<file path="src/verilog/pwpa_pkg.sv">
// Constants shared by the pairing and alignment block.
// Assumes a 32-bit AXI4-Lite master with one-word registers.
package pwpa_pkg;
   localparam int unsigned NUM_CH = 8;
   localparam int unsigned NUM_PAIRS = 4;
   localparam int unsigned BYTE_W = 8;
   localparam int unsigned WORD_W = 16;
   localparam int unsigned AXI_ADDR_W = 8;
   // Register indices; byte address is four times the index
   localparam logic [5:0] ALIGN_INDEX = 6'h04;
   localparam logic [5:0] CTL_INDEX = 6'h05;
   localparam logic [5:0] STATUS_INDEX = 6'h06;
   localparam logic [7:0] ALIGN_ADDR = {ALIGN_INDEX, 2'h0};
   localparam logic [7:0] CTL_ADDR = {CTL_INDEX, 2'h0};
   localparam logic [7:0] STATUS_ADDR = {STATUS_INDEX, 2'h0};
   // Control layout: concatenation bit of pair p sits at CONCAT_LSB + p
   localparam int unsigned CONCAT_LSB = 4;
   localparam logic [7:0] CTL_RESET = 8'h00;
   localparam logic [7:0] ALIGN_RESET = 8'h00;
   localparam logic [1:0] RESP_OKAY = 2'h0;
   localparam logic [1:0] RESP_SLVERR = 2'h2;
endpackage : pwpa_pkg

</file>
<file path="src/verilog/pwpa_pair_if.sv">
// Signals between the top and one channel-pair joiner.
// Assumes all signals live on the block's single clock.
interface pwpa_pair_if;
   logic [7:0] hi_period;
   logic [7:0] lo_period;
   logic [7:0] hi_duty;
   logic [7:0] lo_duty;
   logic [7:0] hi_count;
   logic [7:0] lo_count;
   logic merged;
   logic [15:0] period16;
   logic [15:0] duty16;
   logic [15:0] count16;
   modport joiner (
      input hi_period, lo_period, hi_duty, lo_duty, hi_count, lo_count, merged,
      output period16, duty16, count16
   );
   modport owner (
      output hi_period, lo_period, hi_duty, lo_duty, hi_count, lo_count, merged,
      input period16, duty16, count16
   );
endinterface : pwpa_pair_if

</file>
<file path="src/verilog/pwpa_pair.sv">
// Joins one pair of 8-bit channels into a 16-bit channel view.
// Assumes the even channel is wired to the hi_* side by the owner.
module pwpa_pair (
   input wire logic CLK_I,
   input wire logic NRST_I,
   pwpa_pair_if.joiner pair_if
);
   logic [15:0] period_next;
   logic [15:0] duty_next;
   logic [15:0] count_next;
   logic [15:0] period_reg;
   logic [15:0] duty_reg;
   logic [15:0] count_reg;

   // Even channel forms the high byte; unmerged pairs show zero
   assign period_next = pair_if.merged ? {pair_if.hi_period, pair_if.lo_period} : 16'h0000;
   assign duty_next = pair_if.merged ? {pair_if.hi_duty, pair_if.lo_duty} : 16'h0000;
   assign count_next = pair_if.merged ? {pair_if.hi_count, pair_if.lo_count} : 16'h0000;

   always_ff @(posedge CLK_I)
   begin
      if (!NRST_I)
      begin
         period_reg <= 16'h0000;
         duty_reg <= 16'h0000;
         count_reg <= 16'h0000;
      end
      else
      begin
         period_reg <= period_next;
         duty_reg <= duty_next;
         count_reg <= count_next;
      end
   end

   assign pair_if.period16 = period_reg;
   assign pair_if.duty16 = duty_reg;
   assign pair_if.count16 = count_reg;
endmodule : pwpa_pair

</file>
<file path="src/verilog/pwpa_top.sv">
// Pairing and alignment control of an eight-channel modulator, AXI4-Lite slave.
// Assumes channel counters, periods, duties and enables on the same clock.
// Behaviour
// - Four concatenation bits each merge a channel pair into one 16-bit channel.
// - Pairs 6/7 and 4/5 merged: lower-numbered channel supplies the high bytes.
// - Pairs 2/3 and 0/1 merged: even channel supplies the high bytes.
// - Per-channel alignment bit: clear is left aligned, set is center aligned.
// - Alignment bits of missing channels ignore writes and read zero.
// - Concatenation bits of missing pairs ignore writes and read zero.
// - The control register may be read and written at any time.
//
// Implementation choice: register access over AXI4-Lite.
module pwpa_top #(
   parameter logic [7:0] CHAN_PRESENT = 8'hFF
) (
   input wire logic CLK_I,
   input wire logic NRST_I,
   input wire logic [7:0] S_AXI_AWADDR_I,
   input wire logic S_AXI_AWVALID_I,
   output logic S_AXI_AWREADY_O,
   input wire logic [31:0] S_AXI_WDATA_I,
   input wire logic [3:0] S_AXI_WSTRB_I,
   input wire logic S_AXI_WVALID_I,
   output logic S_AXI_WREADY_O,
   output logic [1:0] S_AXI_BRESP_O,
   output logic S_AXI_BVALID_O,
   input wire logic S_AXI_BREADY_I,
   input wire logic [7:0] S_AXI_ARADDR_I,
   input wire logic S_AXI_ARVALID_I,
   output logic S_AXI_ARREADY_O,
   output logic [31:0] S_AXI_RDATA_O,
   output logic [1:0] S_AXI_RRESP_O,
   output logic S_AXI_RVALID_O,
   input wire logic S_AXI_RREADY_I,
   input wire logic [7:0] CH_ENABLE_I,
   input wire logic [63:0] CH_PERIOD_I,
   input wire logic [63:0] CH_DUTY_I,
   input wire logic [63:0] CH_COUNT_I,
   output logic [7:0] CENTER_ALIGN_O,
   output logic [3:0] CONCAT_O,
   output logic [63:0] PAIR_PERIOD_O,
   output logic [63:0] PAIR_DUTY_O,
   output logic [63:0] PAIR_COUNT_O
);
   logic [3:0] pair_present;
   logic [7:0] ctl_mask;
   logic [7:0] ctl_reg;
   logic [7:0] align_reg;
   logic [3:0] pair_busy;
   logic aw_got_reg;
   logic w_got_reg;
   logic [7:0] awaddr_reg;
   logic [31:0] wdata_reg;
   logic [3:0] wstrb_reg;
   logic bvalid_reg;
   logic [1:0] bresp_reg;
   logic rvalid_reg;
   logic [1:0] rresp_reg;
   logic [31:0] rdata_reg;
   logic aw_fire;
   logic w_fire;
   logic wr_fire;
   logic ar_fire;
   logic [7:0] wr_addr;
   logic [31:0] wr_data;
   logic [3:0] wr_strb;
   logic wr_sel_ctl;
   logic wr_sel_align;
   logic wr_mapped;
   logic rd_sel_ctl;
   logic rd_sel_align;
   logic rd_sel_status;
   logic rd_mapped;
   logic [31:0] rd_data;
   logic [7:0] ctl_next;
   logic [7:0] align_next;

   genvar p;
   generate
      for (p = 0; p < 4; p++)
      begin : g_pair
         pwpa_pair_if pif ();
         assign pair_present[p] = CHAN_PRESENT[2*p] & CHAN_PRESENT[2*p+1];
         // Even channel is always the high byte of a merged pair
         assign pif.hi_period = CH_PERIOD_I[16*p +: 8];
         assign pif.lo_period = CH_PERIOD_I[16*p+8 +: 8];
         assign pif.hi_duty = CH_DUTY_I[16*p +: 8];
         assign pif.lo_duty = CH_DUTY_I[16*p+8 +: 8];
         assign pif.hi_count = CH_COUNT_I[16*p +: 8];
         assign pif.lo_count = CH_COUNT_I[16*p+8 +: 8];
         assign pif.merged = CONCAT_O[p];
         assign PAIR_PERIOD_O[16*p +: 16] = pif.period16;
         assign PAIR_DUTY_O[16*p +: 16] = pif.duty16;
         assign PAIR_COUNT_O[16*p +: 16] = pif.count16;
         // Merged pair with a running channel: software broke the enable order
         assign pair_busy[p] = CONCAT_O[p] & (CH_ENABLE_I[2*p] | CH_ENABLE_I[2*p+1]);
         pwpa_pair u_pair (
            .CLK_I(CLK_I),
            .NRST_I(NRST_I),
            .pair_if(pif)
         );
      end
   endgenerate

   assign ctl_mask = {pair_present, 4'h0};

   // Write channel: address and data taken in either order
   assign S_AXI_AWREADY_O = !aw_got_reg && !bvalid_reg;
   assign S_AXI_WREADY_O = !w_got_reg && !bvalid_reg;
   assign aw_fire = S_AXI_AWVALID_I && S_AXI_AWREADY_O;
   assign w_fire = S_AXI_WVALID_I && S_AXI_WREADY_O;
   assign wr_fire = (aw_got_reg || aw_fire) && (w_got_reg || w_fire);
   assign wr_addr = aw_got_reg ? awaddr_reg : S_AXI_AWADDR_I;
   assign wr_data = w_got_reg ? wdata_reg : S_AXI_WDATA_I;
   assign wr_strb = w_got_reg ? wstrb_reg : S_AXI_WSTRB_I;
   assign wr_sel_ctl = wr_addr[7:2] == pwpa_pkg::CTL_INDEX;
   assign wr_sel_align = wr_addr[7:2] == pwpa_pkg::ALIGN_INDEX;
   // Status is read-only, so a write to it is refused
   assign wr_mapped = wr_sel_ctl || wr_sel_align;
   // No gating by channel enables or mode: writable at any time
   assign ctl_next = (wr_fire && wr_sel_ctl && wr_strb[0]) ?
      (wr_data[7:0] & ctl_mask) : ctl_reg;
   assign align_next = (wr_fire && wr_sel_align && wr_strb[0]) ?
      (wr_data[7:0] & CHAN_PRESENT) : align_reg;

   always_ff @(posedge CLK_I)
   begin
      if (!NRST_I)
      begin
         aw_got_reg <= 1'b0;
         w_got_reg <= 1'b0;
         awaddr_reg <= 8'h00;
         wdata_reg <= 32'h00000000;
         wstrb_reg <= 4'h0;
         bvalid_reg <= 1'b0;
         bresp_reg <= pwpa_pkg::RESP_OKAY;
         ctl_reg <= pwpa_pkg::CTL_RESET;
         align_reg <= pwpa_pkg::ALIGN_RESET;
      end
      else
      begin
         aw_got_reg <= (aw_got_reg || aw_fire) && !wr_fire;
         w_got_reg <= (w_got_reg || w_fire) && !wr_fire;
         if (aw_fire)
            awaddr_reg <= S_AXI_AWADDR_I;
         if (w_fire)
         begin
            wdata_reg <= S_AXI_WDATA_I;
            wstrb_reg <= S_AXI_WSTRB_I;
         end
         if (wr_fire)
         begin
            bvalid_reg <= 1'b1;
            bresp_reg <= wr_mapped ? pwpa_pkg::RESP_OKAY : pwpa_pkg::RESP_SLVERR;
         end
         else if (S_AXI_BREADY_I)
            bvalid_reg <= 1'b0;
         ctl_reg <= ctl_next;
         align_reg <= align_next;
      end
   end

   // Read channel: one read at a time, answer one cycle after acceptance
   assign S_AXI_ARREADY_O = !rvalid_reg;
   assign ar_fire = S_AXI_ARVALID_I && S_AXI_ARREADY_O;
   assign rd_sel_ctl = S_AXI_ARADDR_I[7:2] == pwpa_pkg::CTL_INDEX;
   assign rd_sel_align = S_AXI_ARADDR_I[7:2] == pwpa_pkg::ALIGN_INDEX;
   assign rd_sel_status = S_AXI_ARADDR_I[7:2] == pwpa_pkg::STATUS_INDEX;
   assign rd_mapped = rd_sel_ctl || rd_sel_align || rd_sel_status;
   assign rd_data = rd_sel_ctl ? {24'h000000, ctl_reg} :
      rd_sel_align ? {24'h000000, align_reg} :
      rd_sel_status ? {28'h0000000, pair_busy} : 32'h00000000;

   always_ff @(posedge CLK_I)
   begin
      if (!NRST_I)
      begin
         rvalid_reg <= 1'b0;
         rresp_reg <= pwpa_pkg::RESP_OKAY;
         rdata_reg <= 32'h00000000;
      end
      else if (ar_fire)
      begin
         rvalid_reg <= 1'b1;
         rresp_reg <= rd_mapped ? pwpa_pkg::RESP_OKAY : pwpa_pkg::RESP_SLVERR;
         rdata_reg <= rd_data;
      end
      else if (S_AXI_RREADY_I)
         rvalid_reg <= 1'b0;
   end

   assign S_AXI_BVALID_O = bvalid_reg;
   assign S_AXI_BRESP_O = bresp_reg;
   assign S_AXI_RVALID_O = rvalid_reg;
   assign S_AXI_RRESP_O = rresp_reg;
   assign S_AXI_RDATA_O = rdata_reg;
   // Clear bit left aligned, set bit center aligned
   assign CENTER_ALIGN_O = align_reg;
   assign CONCAT_O = ctl_reg[pwpa_pkg::CONCAT_LSB +: 4];

   a_concat_absent: assert property (@(posedge CLK_I) disable iff (!NRST_I)
      (CONCAT_O & ~pair_present) == 4'h0)
      else $error("Concatenation bit set for a missing pair");
   a_align_absent: assert property (@(posedge CLK_I) disable iff (!NRST_I)
      ar_fire && rd_sel_align |=> (S_AXI_RDATA_O[7:0] & ~CHAN_PRESENT) == 8'h00)
      else $error("Alignment bit of a missing channel read nonzero");
   a_align_write: assert property (@(posedge CLK_I) disable iff (!NRST_I)
      wr_fire && wr_sel_align && wr_strb[0]
      |=> CENTER_ALIGN_O == ($past(wr_data[7:0]) & CHAN_PRESENT))
      else $error("Alignment output does not follow the write");
   a_ctl_anytime: assert property (@(posedge CLK_I) disable iff (!NRST_I)
      wr_fire && wr_sel_ctl && wr_strb[0] |=> ctl_reg == ($past(wr_data[7:0]) & ctl_mask))
      else $error("Control write was not taken");
   a_high_byte_upper: assert property (@(posedge CLK_I) disable iff (!NRST_I)
      CONCAT_O[2] |=> PAIR_PERIOD_O[47:40] == $past(CH_PERIOD_I[39:32])
      && PAIR_PERIOD_O[39:32] == $past(CH_PERIOD_I[47:40])
      && PAIR_DUTY_O[47:40] == $past(CH_DUTY_I[39:32]))
      else $error("Channel four is not the high byte");
   a_high_byte_lower: assert property (@(posedge CLK_I) disable iff (!NRST_I)
      CONCAT_O[0] |=> PAIR_DUTY_O[15:8] == $past(CH_DUTY_I[7:0])
      && PAIR_COUNT_O[7:0] == $past(CH_COUNT_I[15:8]))
      else $error("Channel zero is not the high byte");
   a_merge_width: assert property (@(posedge CLK_I) disable iff (!NRST_I)
      !CONCAT_O[1] ##1 !CONCAT_O[1] |-> PAIR_COUNT_O[31:16] == 16'h0000)
      else $error("Unmerged pair shows a 16-bit value");
   a_write_answer: assert property (@(posedge CLK_I) disable iff (!NRST_I)
      wr_fire |=> S_AXI_BVALID_O && S_AXI_BRESP_O == ($past(wr_mapped) ? 2'h0 : 2'h2))
      else $error("Write response missing or wrong");
endmodule : pwpa_top
</file>
<file path="config.mk">
export PLATFORM = sky130hd
export DESIGN_NAME = pwpa_top
export DESIGN_NICKNAME = d
export VERILOG_FILES = /design/src/verilog/pwpa_pkg.sv /design/src/verilog/pwpa_pair_if.sv /design/src/verilog/pwpa_pair.sv /design/src/verilog/pwpa_top.sv
export SDC_FILE = /design/constraint.sdc
export NUM_CORES = 1
export LEC_CHECK = 0
export BUFFER_PORTS_ARGS = -buffer_cell sky130_fd_sc_hd__buf_2
export CAP_MARGIN = 20
export CORE_AREA = 2 2 198 200
export CTS_BUF_LIST = sky130_fd_sc_hd__clkbuf_4
export CTS_CLUSTER_SIZE = 8
export DETAILED_ROUTE_END_ITERATION = 12
export DIE_AREA = 0 0 200 202
export GPL_ROUTABILITY_DRIVEN = 0
export HOLD_SLACK_MARGIN = 0.1
export PLACE_DENSITY = 0.53
export SYNTH_ARGS = -nofsm -noshare
export SYNTH_HDL_FRONTEND = slang
export SYNTH_SLANG_ARGS = --single-unit
</file>
<file path="constraint.sdc">
create_clock -name CLK_I -period 1.7 [get_ports CLK_I]
set_input_delay 0 -clock CLK_I [delete_from_list [all_inputs] [get_ports CLK_I]]
set_output_delay 0 -clock CLK_I [all_outputs]
set_load 0.01 [all_outputs]
</file>
==> results.md, run 1 <==
* Commonest register cell after synthesis: dfxtp_1
* Most numerous cell in the Yosys netlist: dfxtp_1
* Post-synthesis instance total at 646
* Top cell type by total area after synthesis: dfxtp_1
* # rows at 72
* Library cells used by synthesis at 30
* Maximum level of the CTS H-tree at 2
* Stop Error: [ERROR RSZ-0060] Max buffer count reached.
* # hold bufs at CTS at 336
* Commonest cells in the synthesized netlist: dfxtp_1 (233), and3_1 (192), clkbuf_1 (47)
* Cts repair resizes at 9
* Number of clock buffers inserted by TritonCTS at 61
* Syn. warnings at 0
* Initial standard-cell utilization of the core at 19.1%
* Setup Slack @ Placement at 85.7 ps
* Root buffer cell: clkbuf_4
* Die boundary width at 200 µm
* HPWL Detailed at 18300 µm
* Floorplan die height at 202 µm
* Number of buffers added on ports at 446
* Mean post-synth cell area at 11.3 µm²
* Top cells by area in the synthesized netlist: dfxtp_1 (64%), and3_1 (16%), mux2i_1 (4.4%), buf_4 (3.1%), clkbuf_1 (2.4%)
* Setup bufs post-CTS at 0
* Outcome: stopped before the end
* Area fraction of the dominant cell type after synthesis at 63.9%
* Register area share after synthesis at 63.9%
* Share of synthesized registers carrying an async set or reset at 0%
* Last flow stage reached: clock tree synthesis
* Number of flops mapped to enable cells by yosys at 0
* IO Pins at 504
* Maximum clock insertion buffer count at 3
* Clock Sinks at 233
* Flip-flop and latch count after synthesis at 233
* Netlist area before placement at 7300 µm²
[cell families after synthesis]
logic type,after synthesis,share of synthesized area (%)
other,1,0.0514
buffers and inverters,85,6.00
multiplexers,46,6.55
AND/OR/NAND/NOR,261,21.6
AO/OA/AOI/OAI,20,1.92
flip-flops,233,63.9
[metrics by stage]
stage / utilization, % / instance area (µm²) / std cells
3_5_place_dp: 26.2 / 10000 / 1568
3_3_place_gp: 26.2 / 10000 / 1568
2_1_floorplan: - / 7390 / 671
==> inputs of run 2 (changes only) <==
CORE_AREA = default   (was 2 2 198 200)
CORE_MARGIN = 2   (was default)
CORE_UTILIZATION = 20   (was default)
CTS_BUF_LIST = default   (was sky130_fd_sc_hd__clkbuf_4)
CTS_CLUSTER_SIZE = default   (was 8)
DIE_AREA = default   (was 0 0 200 202)
HOLD_SLACK_MARGIN = default   (was 0.1)
PLACE_DENSITY = default   (was 0.53)
PLACE_DENSITY_LB_ADDON = 0.15   (was default)
==> results.md, run 2 <==
* Vias in the first global route at 7324
* Arrival time worst endpoint at 2020 ps
* Floorplan die height at 195 µm
* RR Endpoint: S_AXI_RDATA_O[1]$_SDFFE_PN0P_
* Number of clock buffers inserted by TritonCTS at 27
* Commonest cells after routing, fill and taps aside: buf_2 (445), dlygate4sd3_1 (234), dfxtp_1 (232)
* Leakage component of the power at 0.00719 µW
* Number of flops mapped to enable cells by yosys at 0
* Outcome: completed
* Critical Path Sink: S_AXI_RRESP_O[1]$_SDFFE_PN0P_
* Netlist area before placement at 7300 µm²
* Drc violations at 0
* Wire length of the first global-routing pass at 40800 µm
* Signed area change from the synthesized netlist to the final layout at 79.8%
* Post-detailed-route via-to-cell ratio at 3.92
* RSZ-0062 raised after global routing: false
* Post-route setup TNS at 0 ps
* Power per cell area at 917 nW/µm²
* Gr usage total at 13.5%
* Clock tree from TritonCTS: done
* Path category of the worst min-delay check: input port to flop
* # rows at 69
* Fraction of final layout cells with drive strength greater than 1 at 39.1%
* Leading cell type in the layout, fill and taps excluded: buf_2
* Post-synthesis instance total at 646
* Crit path cell chain: dlygate4sd3_1, buf_2, or4b_4, dlygate4sd3_1, a211oi_1, nor2_1
* Most numerous cell in the Yosys netlist: dfxtp_1
* Crit-path most repeated cell: dlygate4sd3_1
* Maximum number of pins on one net before global-route repair at 108
* Share of synthesized registers carrying an async set or reset at 0%
* Library cell contributing the largest single delay on the critical path: dlygate4sd3_1
* Number of max-cap violations at 0
* Clock Sinks at 233
* Max Clock Skew at 8.30 ps
* Number of detailed-routing iterations run before antenna repair at 5
* Number of stages on the worst setup path at 6
* Kind of cell adding the most delay to the critical path: buffers and inverters
* Initial standard-cell utilization of the core at 20.4%
* DRC marker count from the first detailed-route iteration at 149
* IO Pins at 504
* Register area share after synthesis at 63.9%
* Max-Slew Margin vs Limit at 59.5%
* Area fraction of the dominant cell type after synthesis at 63.9%
* Library cells used by synthesis at 30
* Final net count at 1571
* Sum of overflow across all layers after global routing at 0
* Register-to-Register Path Depth at 5
* Commonest register cell after synthesis: dfxtp_1
* Reg2Reg Launch Point: ctl_reg[5]$_SDFFE_PN0P_
* Root buffer cell: clkbuf_16
* Routed length per instance at 15.2 µm
* Flip-flop and latch count after synthesis at 233
* Die boundary width at 195 µm
* Final critical delay including setup and external delays at 1600 ps
* Critical setup path kind: input port to flop
* Antenna-violating nets left at 0
* Clock latency of the later-clocked register in the worst-skew pair at 540 ps
* Final Hold Violating Endpoints at 0
* Die area at 38000 µm²
* Count of pins over their slew limit at 0
* Maximum level of the CTS H-tree at 1
* Total Power Consumption at 12000 µW
* Top cell type by total area after synthesis: dfxtp_1
* HPWL Detailed at 18400 µm
* Maximum clock insertion buffer count at 3
* Kind of end point of the critical path: flop
* VDD IR max at 663 µV
* Routed wire length at 27100 µm
* Floorplan Core Area at 35700 µm²
* Number of buffers added on ports at 446
* Via total after detailed routing at 7002
* CTS clk-pin slew, worst paths at 60 ps
* Maximum net fanout on the critical path at 3
* Start point of the critical path: S_AXI_ARADDR_I[7]
* Mean post-synth cell area at 11.3 µm²
* Crit path buf inv count at 3
* Fmax at 626 MHz
* Syn. warnings at 0
* Commonest cells in the synthesized netlist: dfxtp_1 (233), and3_1 (192), clkbuf_1 (47)
* Worst R2R Setup Slack at 110 ps
* Crit path required time at 2120 ps
* Final-report setup violation count at 0
* Number of antenna violations at the first check in global routing at 3
* Delay of the slowest critical-path stage at 570 ps
* Setup bufs post-CTS at 0
* Actual transition at the worst max-transition pin at 608 ps
* Top cells by area in the synthesized netlist: dfxtp_1 (64%), and3_1 (16%), mux2i_1 (4.4%), buf_4 (3.1%), clkbuf_1 (2.4%)
* Startpoint class of the critical path: input port
* Period utilisation layout at 94.0%
* Final core utilization at 36.7%
[run 2: cell counts after synthesis]
No cell type changed its count.
[run 2: where the power goes]
part	internal, µW	total [µW]	switching, µW
Sequential	5510	5540	30.6
Combinational	645	1020	375
Clock	3230	5490	2260
[run 2: cells by family after synthesis]
family	share of synthesized area, %
compound gates	1.92
buf+inv	6.00
flops	63.9
mux	6.55
other cells	0.0514
simple gates	21.6
[run 2: per-layer routing]
metal	vias up	GRT usage, %	part of all wire, %
met5	-	0	0.092
met4	4	4.89	3.4
met3	48	4.39	7.9
met2	282	24.1	49
met1	3190	14.9	40
li1	3478	-	-
[run 2: timing repair]
item / in CTS / in global routing
hold endpoints to repair: 230 / 0
endpoints found under the setup margin: 0 / 12
hold buffers: 234 / 0
gates resized for setup: 0 / 5
[run 2: worst reg2reg max path, delay by kind of cell (launching register included)]
kind                   cells  cell delay, ps
AND/OR/NAND/NOR            1             120
buffers and inverters      1             560
AO/OA/AOI/OAI              2             290
flip-flops                 1             480
multiplexers               1              90
[run 2: area by class of cell]
| type | count | area [µm²] |
|---|---|---|
| fill | 3631 | 22600 |
| timing repair buffer | 694 | 4740 |
| sequential | 233 | 4670 |
| multi-input combinational | 353 | 2310 |
| clock buffer | 39 | 801 |
| tap | 461 | 577 |
| clock inverter | 4 | 27.5 |
| inverter | 3 | 11.3 |
| antenna | 1 | 2.50 |
[run 2: worst min-delay path by stage]
| stage | startpoint | end | slack (ps) | cells past startpoint |
|---|---|---|---|---|
| after detailed placement | CH_PERIOD_I[12] | g_pair[0].u_pair.pair_if.period16[4]$_SDFF_PN0_ | 240 | 2 |
| after floorplan | S_AXI_ARVALID_I | S_AXI_RVALID_O$_SDFFE_PN0P_ | 140 | 1 |
| after global placement | CH_DUTY_I[43] | g_pair[2].u_pair.pair_if.duty16[3]$_SDFF_PN0_ | 240 | 2 |
| after CTS | NRST_I | g_pair[3].u_pair.pair_if.period16[0]$_SDFF_PN0_ | 3 | 3 |
| final | S_AXI_ARADDR_I[6] | S_AXI_RDATA_O[3]$_SDFFE_PN0P_ | 40 | 5 |
| after global routing | NRST_I | g_pair[2].u_pair.pair_if.period16[13]$_SDFF_PN0_ | 20 | 3 |
[run 2: stage by stage]
step / instances / worst slack [ps] / hold slack, ps / area [µm²]
2_1_floorplan: 671 / 319 / 138 / 7390
3_3_place_gp: 1510 / 148 / 237 / 9930
3_5_place_dp: 1510 / 108 / 241 / 9930
4_1_cts: 1787 / 35.3 / 2.88 / 13100
5_1_grt: 1788 / 19.6 / 24.0 / 13100
6_report: 1788 / 102 / 44.1 / 13100
No activity file was read; power rests on OpenSTA's default activity.
==> inputs of run 3 (changes only) <==
REMOVE_ABC_BUFFERS = 1   (was default)
SLEW_MARGIN = 15   (was default)
==> results.md, run 3 (same netlist as run 2, synthesis figures left out) <==
* Net Sw Power at 2680 µW
* Number of fillers in the final layout at 3625
* RSZ-0062 raised after global routing: false
* Maximum net fanout on the critical path at 3
* Final Hold Violating Endpoints at 0
* Root buffer cell: clkbuf_16
* Final net count at 1567
* Initial standard-cell utilization of the core at 20.4%
* Die area at 38000 µm²
* Drc violations at 0
* Number of buffers added on ports at 446
* CTS clk-pin slew, worst paths at 50 ps
* Number of detailed-routing iterations run before antenna repair at 4
* Register-to-Register Path Depth at 4
* Source of the worst hold timing path: CH_ENABLE_I[2]
* IO Pins at 504
* Commonest cells after routing, fill and taps aside: buf_2 (445), dfxtp_1 (233), dlygate4sd3_1 (228)
* Total internal power at 9840 µW
* Crit path required time at 2130 ps
* Routed length per instance at 14.6 µm
* Finished Layout Cells at 1789
* Register area at 4660 µm²
* Arrival time worst endpoint at 2050 ps
* # rows at 69
* Vias in the first global route at 7238
* Number of antenna violations at the first check in global routing at 0
* Sequential power share at 44.2%
* Floorplan Core Area at 35700 µm²
* Worst R2R Setup Slack at 100 ps
* Power per cell area at 953 nW/µm²
* DRC marker count from the first detailed-route iteration at 177
* Number of cells on the worst hold path at 5
* Routed wire length at 26100 µm
* Final critical delay including setup and external delays at 1620 ps
* Max Clock Skew at 11.3 ps
* Proportion of total power due to net switching at 21.4%
* Number of clock buffers inserted by TritonCTS at 27
* Antenna-violating nets left at 0
* Share of total power in the clock network at 47.6%
* Sum of overflow across all layers after global routing at 0
* Outcome: completed
* Fmax at 617 MHz
* Maximum level of the CTS H-tree at 1
* Reg2Reg Launch Point: aw_got_reg$_SDFF_PN0_
* Signed area change from the synthesized netlist to the final layout at 80.1%
* Wire length of the first global-routing pass at 40100 µm
* Final-report setup violation count at 0
* RR Endpoint: CENTER_ALIGN_O[6]$_SDFFE_PN0P_
* Start point of the critical path: S_AXI_ARADDR_I[5]
* Kind of end point of the critical path: flop
* Fraction of final layout cells with drive strength greater than 1 at 39.4%
* VDD IR max at 634 µV
* Critical setup path kind: input port to flop
* Count of pins over their slew limit at 0
* Clock latency of the later-clocked register in the worst-skew pair at 540 ps
* Period utilisation layout at 95.4%
* Logic pwr share at 8.2%
* Post-detailed-route via-to-cell ratio at 3.93
* Post-route setup TNS at 0 ps
* Cell count after placement at 1512
* Maximum clock insertion buffer count at 3
* Floorplan die height at 195 µm
* Leading cell type in the layout, fill and taps excluded: buf_2
* Path category of the worst min-delay check: input port to flop
* Clock tree from TritonCTS: done
* HPWL Detailed at 17800 µm
* Leakage component of the power at 0.00720 µW
* Maximum number of pins on one net before global-route repair at 78
* Via total after detailed routing at 7025
* Area occupied by multi-input gates at 2290 µm²
* WHS Endpoint: S_AXI_RDATA_O[1]$_SDFFE_PN0P_
* Die boundary width at 195 µm
* Number of max-cap violations at 0
* Setup bufs post-CTS at 0
* Clock Sinks at 233
* ANT cells at 0
* Gr usage total at 13.0%
* Startpoint class of the critical path: input port
==> run 3: through the flow <==
| stage | worst slack, ps | hold slack (ps) | total power, µW | instance area, µm² | util, % |
|---|---|---|---|---|---|
| after floorplan | 170 | 118 | 5850 | 6970 | - |
| after global placement | 154 | 237 | 6280 | 9930 | 27.8 |
| after detailed placement | 107 | 240 | 6280 | 9930 | 27.8 |
| after CTS | 26.7 | 5.63 | 12800 | 13100 | 36.8 |
| after global routing | 12.7 | 46.5 | 13100 | 13100 | 36.8 |
| final | 78.8 | 32.7 | 12500 | 13100 | 36.8 |
==> run 3: layout make-up <==
cell class | instances | area share [%]
clock buffers | 43 | 6.43
clock inverters | 6 | 0.638
inverters | 3 | 0.0856
multi-input cells | 353 | 17.4
flip-flops and latches | 233 | 35.5
well taps | 461 | 4.39
repair buffers | 690 | 35.5
==> run 3: power groups by stage <==
| stage | combinational, µW | sequential [µW] | clock (µW) |
|---|---|---|---|
| after floorplan | 190 | 5660 | 0 |
| after global placement | 622 | 5660 | 0 |
| after detailed placement | 623 | 5660 | 0 |
| after CTS | 1030 | 5540 | 6180 |
| after global routing | 1120 | 5540 | 6400 |
| final | 1030 | 5540 | 5960 |
==> run 3: worst max-delay path by stage <==
stage | endpoint | slack [ps] | cells past startpoint
6_report | S_AXI_RRESP_O[1]$_SDFFE_PN0P_ | 80 | 6
5_1_grt | CENTER_ALIGN_O[6]$_SDFFE_PN0P_ | 10 | 4
4_1_cts | CONCAT_O[0] | 30 | 2
3_5_place_dp | CENTER_ALIGN_O[6]$_SDFFE_PN0P_ | 110 | 4
3_3_place_gp | CENTER_ALIGN_O[6]$_SDFFE_PN0P_ | 150 | 4
2_1_floorplan | ctl_reg[4]$_SDFFE_PN0P_ | 170 | 4
==> run 3: per-layer routing <==
metal	vias up	routed length [µm]	share of wire, %	global-route usage [%]
met3	49	1920	7.3	3.73
met2	304	12700	49	23.3
met1	3201	10600	40	14.6
met5	-	0	0	0
li1	3471	-	-	-
met4	0	920	3.5	5.15
==> run 3: repair_timing <==
| item | in CTS | in global routing |
|---|---|---|
| setup endpoints to repair | 0 | 7 |
| hold buffers | 228 | 0 |
| gates resized for setup | 0 | 2 |
| endpoints found under the hold margin | 232 | 0 |
==> run 3: worst max-delay path: stages <==
cell and delay, ps:
dlygate4sd3_1 540, buf_2 120, or4b_4 560, dlygate4sd3_1 600, a211oi_1 170, nor2_1 70
==> inputs of run 4 (changes only) <==
PLACE_DENSITY_LB_ADDON = default   (was 0.15)
clock period = 1.5 ns   (was 1.7 ns; I/O delays follow)
==> results.md, run 4 (same netlist as run 2, synthesis figures left out) <==
* DRC marker count from the first detailed-route iteration at 231
* Signed area change from the synthesized netlist to the final layout at 81.5%
* Routed wire length at 28400 µm
* Leakage component of the power at 0.00719 µW
* Logic pwr share at 8.2%
* Post-detailed-route via-to-cell ratio at 3.97
* Gr usage total at 14.2%
* IO Pins at 504
* Sum of overflow across all layers after global routing at 0
* Root buffer cell: clkbuf_16
* HPWL Detailed at 18700 µm
* Sequential power share at 42.9%
* Finished Layout Cells at 1786
* Total internal power at 11400 µW
* Register area at 4670 µm²
* Number of detailed-routing iterations run before antenna repair at 5
* Area occupied by multi-input gates at 2330 µm²
* Initial standard-cell utilization of the core at 20.4%
* Setup Slack @ Placement at -73.1 ps
* Crit path required time at 1930 ps
* Fraction of final layout cells with drive strength greater than 1 at 40.5%
* Die area at 38000 µm²
* Final net count at 1559
* CTS clk-pin slew, worst paths at 60 ps
* Final critical delay including setup and external delays at 1450 ps
* Total Power Consumption at 14600 µW
* Maximum number of pins on one net before global-route repair at 96
* Die boundary width at 195 µm
* Antenna-violating nets left at 0
* Kind of end point of the critical path: flop
* Number of fillers in the final layout at 3477
* Number of max-cap violations at 0
* Floorplan die height at 195 µm
* Floorplan Core Area at 35700 µm²
* Post-route setup TNS at 0 ps
* Setup bufs post-CTS at 0
* Max Clock Skew at 11.2 ps
* Critical setup path kind: flop to flop
* Final Hold Violating Endpoints at 0
* Commonest cells after routing, fill and taps aside: buf_2 (445), dfxtp_1 (227), dlygate4sd3_1 (222)
* Wire length of the first global-routing pass at 42500 µm
* Clock latency of the later-clocked register in the worst-skew pair at 540 ps
* Path category of the worst min-delay check: input port to flop
* Period utilisation layout at 96.5%
* Fmax at 691 MHz
* Final Hold Slack at 7.65 ps
* Routed length per instance at 15.9 µm
* Share of total power in the clock network at 48.9%
* Cell count after placement at 1509
* Number of antenna violations at the first check in global routing at 3
* Count of pins over their slew limit at 0
* Power per cell area at 1100 nW/µm²
* VDD IR max at 704 µV
* Final-report setup violation count at 0
* Clock Sinks at 233
* Drc violations at 0
* Arrival time worst endpoint at 1880 ps
* Maximum level of the CTS H-tree at 1
* Startpoint class of the critical path: flop
* RSZ-0062 raised after global routing: false
* Number of buffers added on ports at 446
* Post-route worst setup slack at 52.0 ps
* Vias in the first global route at 7560
* Maximum net fanout on the critical path at 4
* Number of clock buffers inserted by TritonCTS at 28
* Clock tree from TritonCTS: done
* Via total after detailed routing at 7095
* # rows at 69
* Outcome: completed
* Leading cell type in the layout, fill and taps excluded: buf_2
* Net Sw Power at 3220 µW
* Proportion of total power due to net switching at 22.0%
* Maximum clock insertion buffer count at 3
[run 4: changes by cell type in the layout (fill, tap and decap cells not counted), moves of 6 or more]
cell,change
dlygate4sd3_1,-6
buf_4,-8
dfxtp_1,-6
clkbuf_8,-7
buf_12,+6
[run 4: final cells by class]
type	count	share of cell area, %
Sequential cell	233	35.3
Timing Repair Buffer	681	35.2
Multi-Input combinational cell	353	17.6
Clock buffer	35	5.95
Tap cell	461	4.35
Clock inverter	16	1.51
Inverter	3	0.0850
Antenna cell	4	0.0755
[run 4: power groups by stage]
stage	clock, µW	sequential (µW)	combinational, µW
2_1_floorplan	0	6410	216
6_report	7160	6280	1190
3_3_place_gp	0	6410	712
4_1_cts	7370	6270	1180
5_1_grt	7640	6280	1290
3_5_place_dp	0	6410	716
[run 4: final timing paths]
| kind | to | cells after the start | slack (ps) | from |
|---|---|---|---|---|
| worst min-delay path | S_AXI_RDATA_O[1]$_SDFFE_PN0P_ | 5 | 8 | CH_ENABLE_I[2] |
| worst max register to register | S_AXI_RDATA_O[3]$_SDFFE_PN0P_ | 5 | 50 | ctl_reg[7]$_SDFFE_PN0P_ |
| worst min register to register | CENTER_ALIGN_O[6]$_SDFFE_PN0P_ | 2 | 480 | CENTER_ALIGN_O[6]$_SDFFE_PN0P_ |
| worst max-delay path | S_AXI_RDATA_O[3]$_SDFFE_PN0P_ | 5 | 50 | ctl_reg[7]$_SDFFE_PN0P_ |
[run 4: critical path, cell delays in order, from the launching register on]
cell and delay [ps]:
dfxtp_2 350, o21a_1 100, dlygate4sd3_1 550, mux2i_1 130
o21ai_1 70, and2_1 140
[run 4: repair_timing]
action,4_1_cts,5_1_grt
hold buffers,222,0
hold endpoints to repair,233,0
gates resized for setup,11,11
pin swaps,1,3
setup endpoints to repair,15,23
[run 4: metal layers]
layer | up-vias | wire, µm | global-route usage, %
met5 | - | 0 | 0
met4 | 0 | 1140 | 7.10
met3 | 65 | 1880 | 3.25
met2 | 312 | 14400 | 26.3
met1 | 3264 | 10900 | 15.0
li1 | 3454 | - | -
[run 4: metrics by stage]
stage | instance area [µm²] | utilization (%)
6_report | 13200 | 37.1
3_3_place_gp | 9940 | 27.8
2_1_floorplan | 6970 | -
3_5_place_dp | 9940 | 27.8
4_1_cts | 13200 | 36.9
5_1_grt | 13200 | 37.1
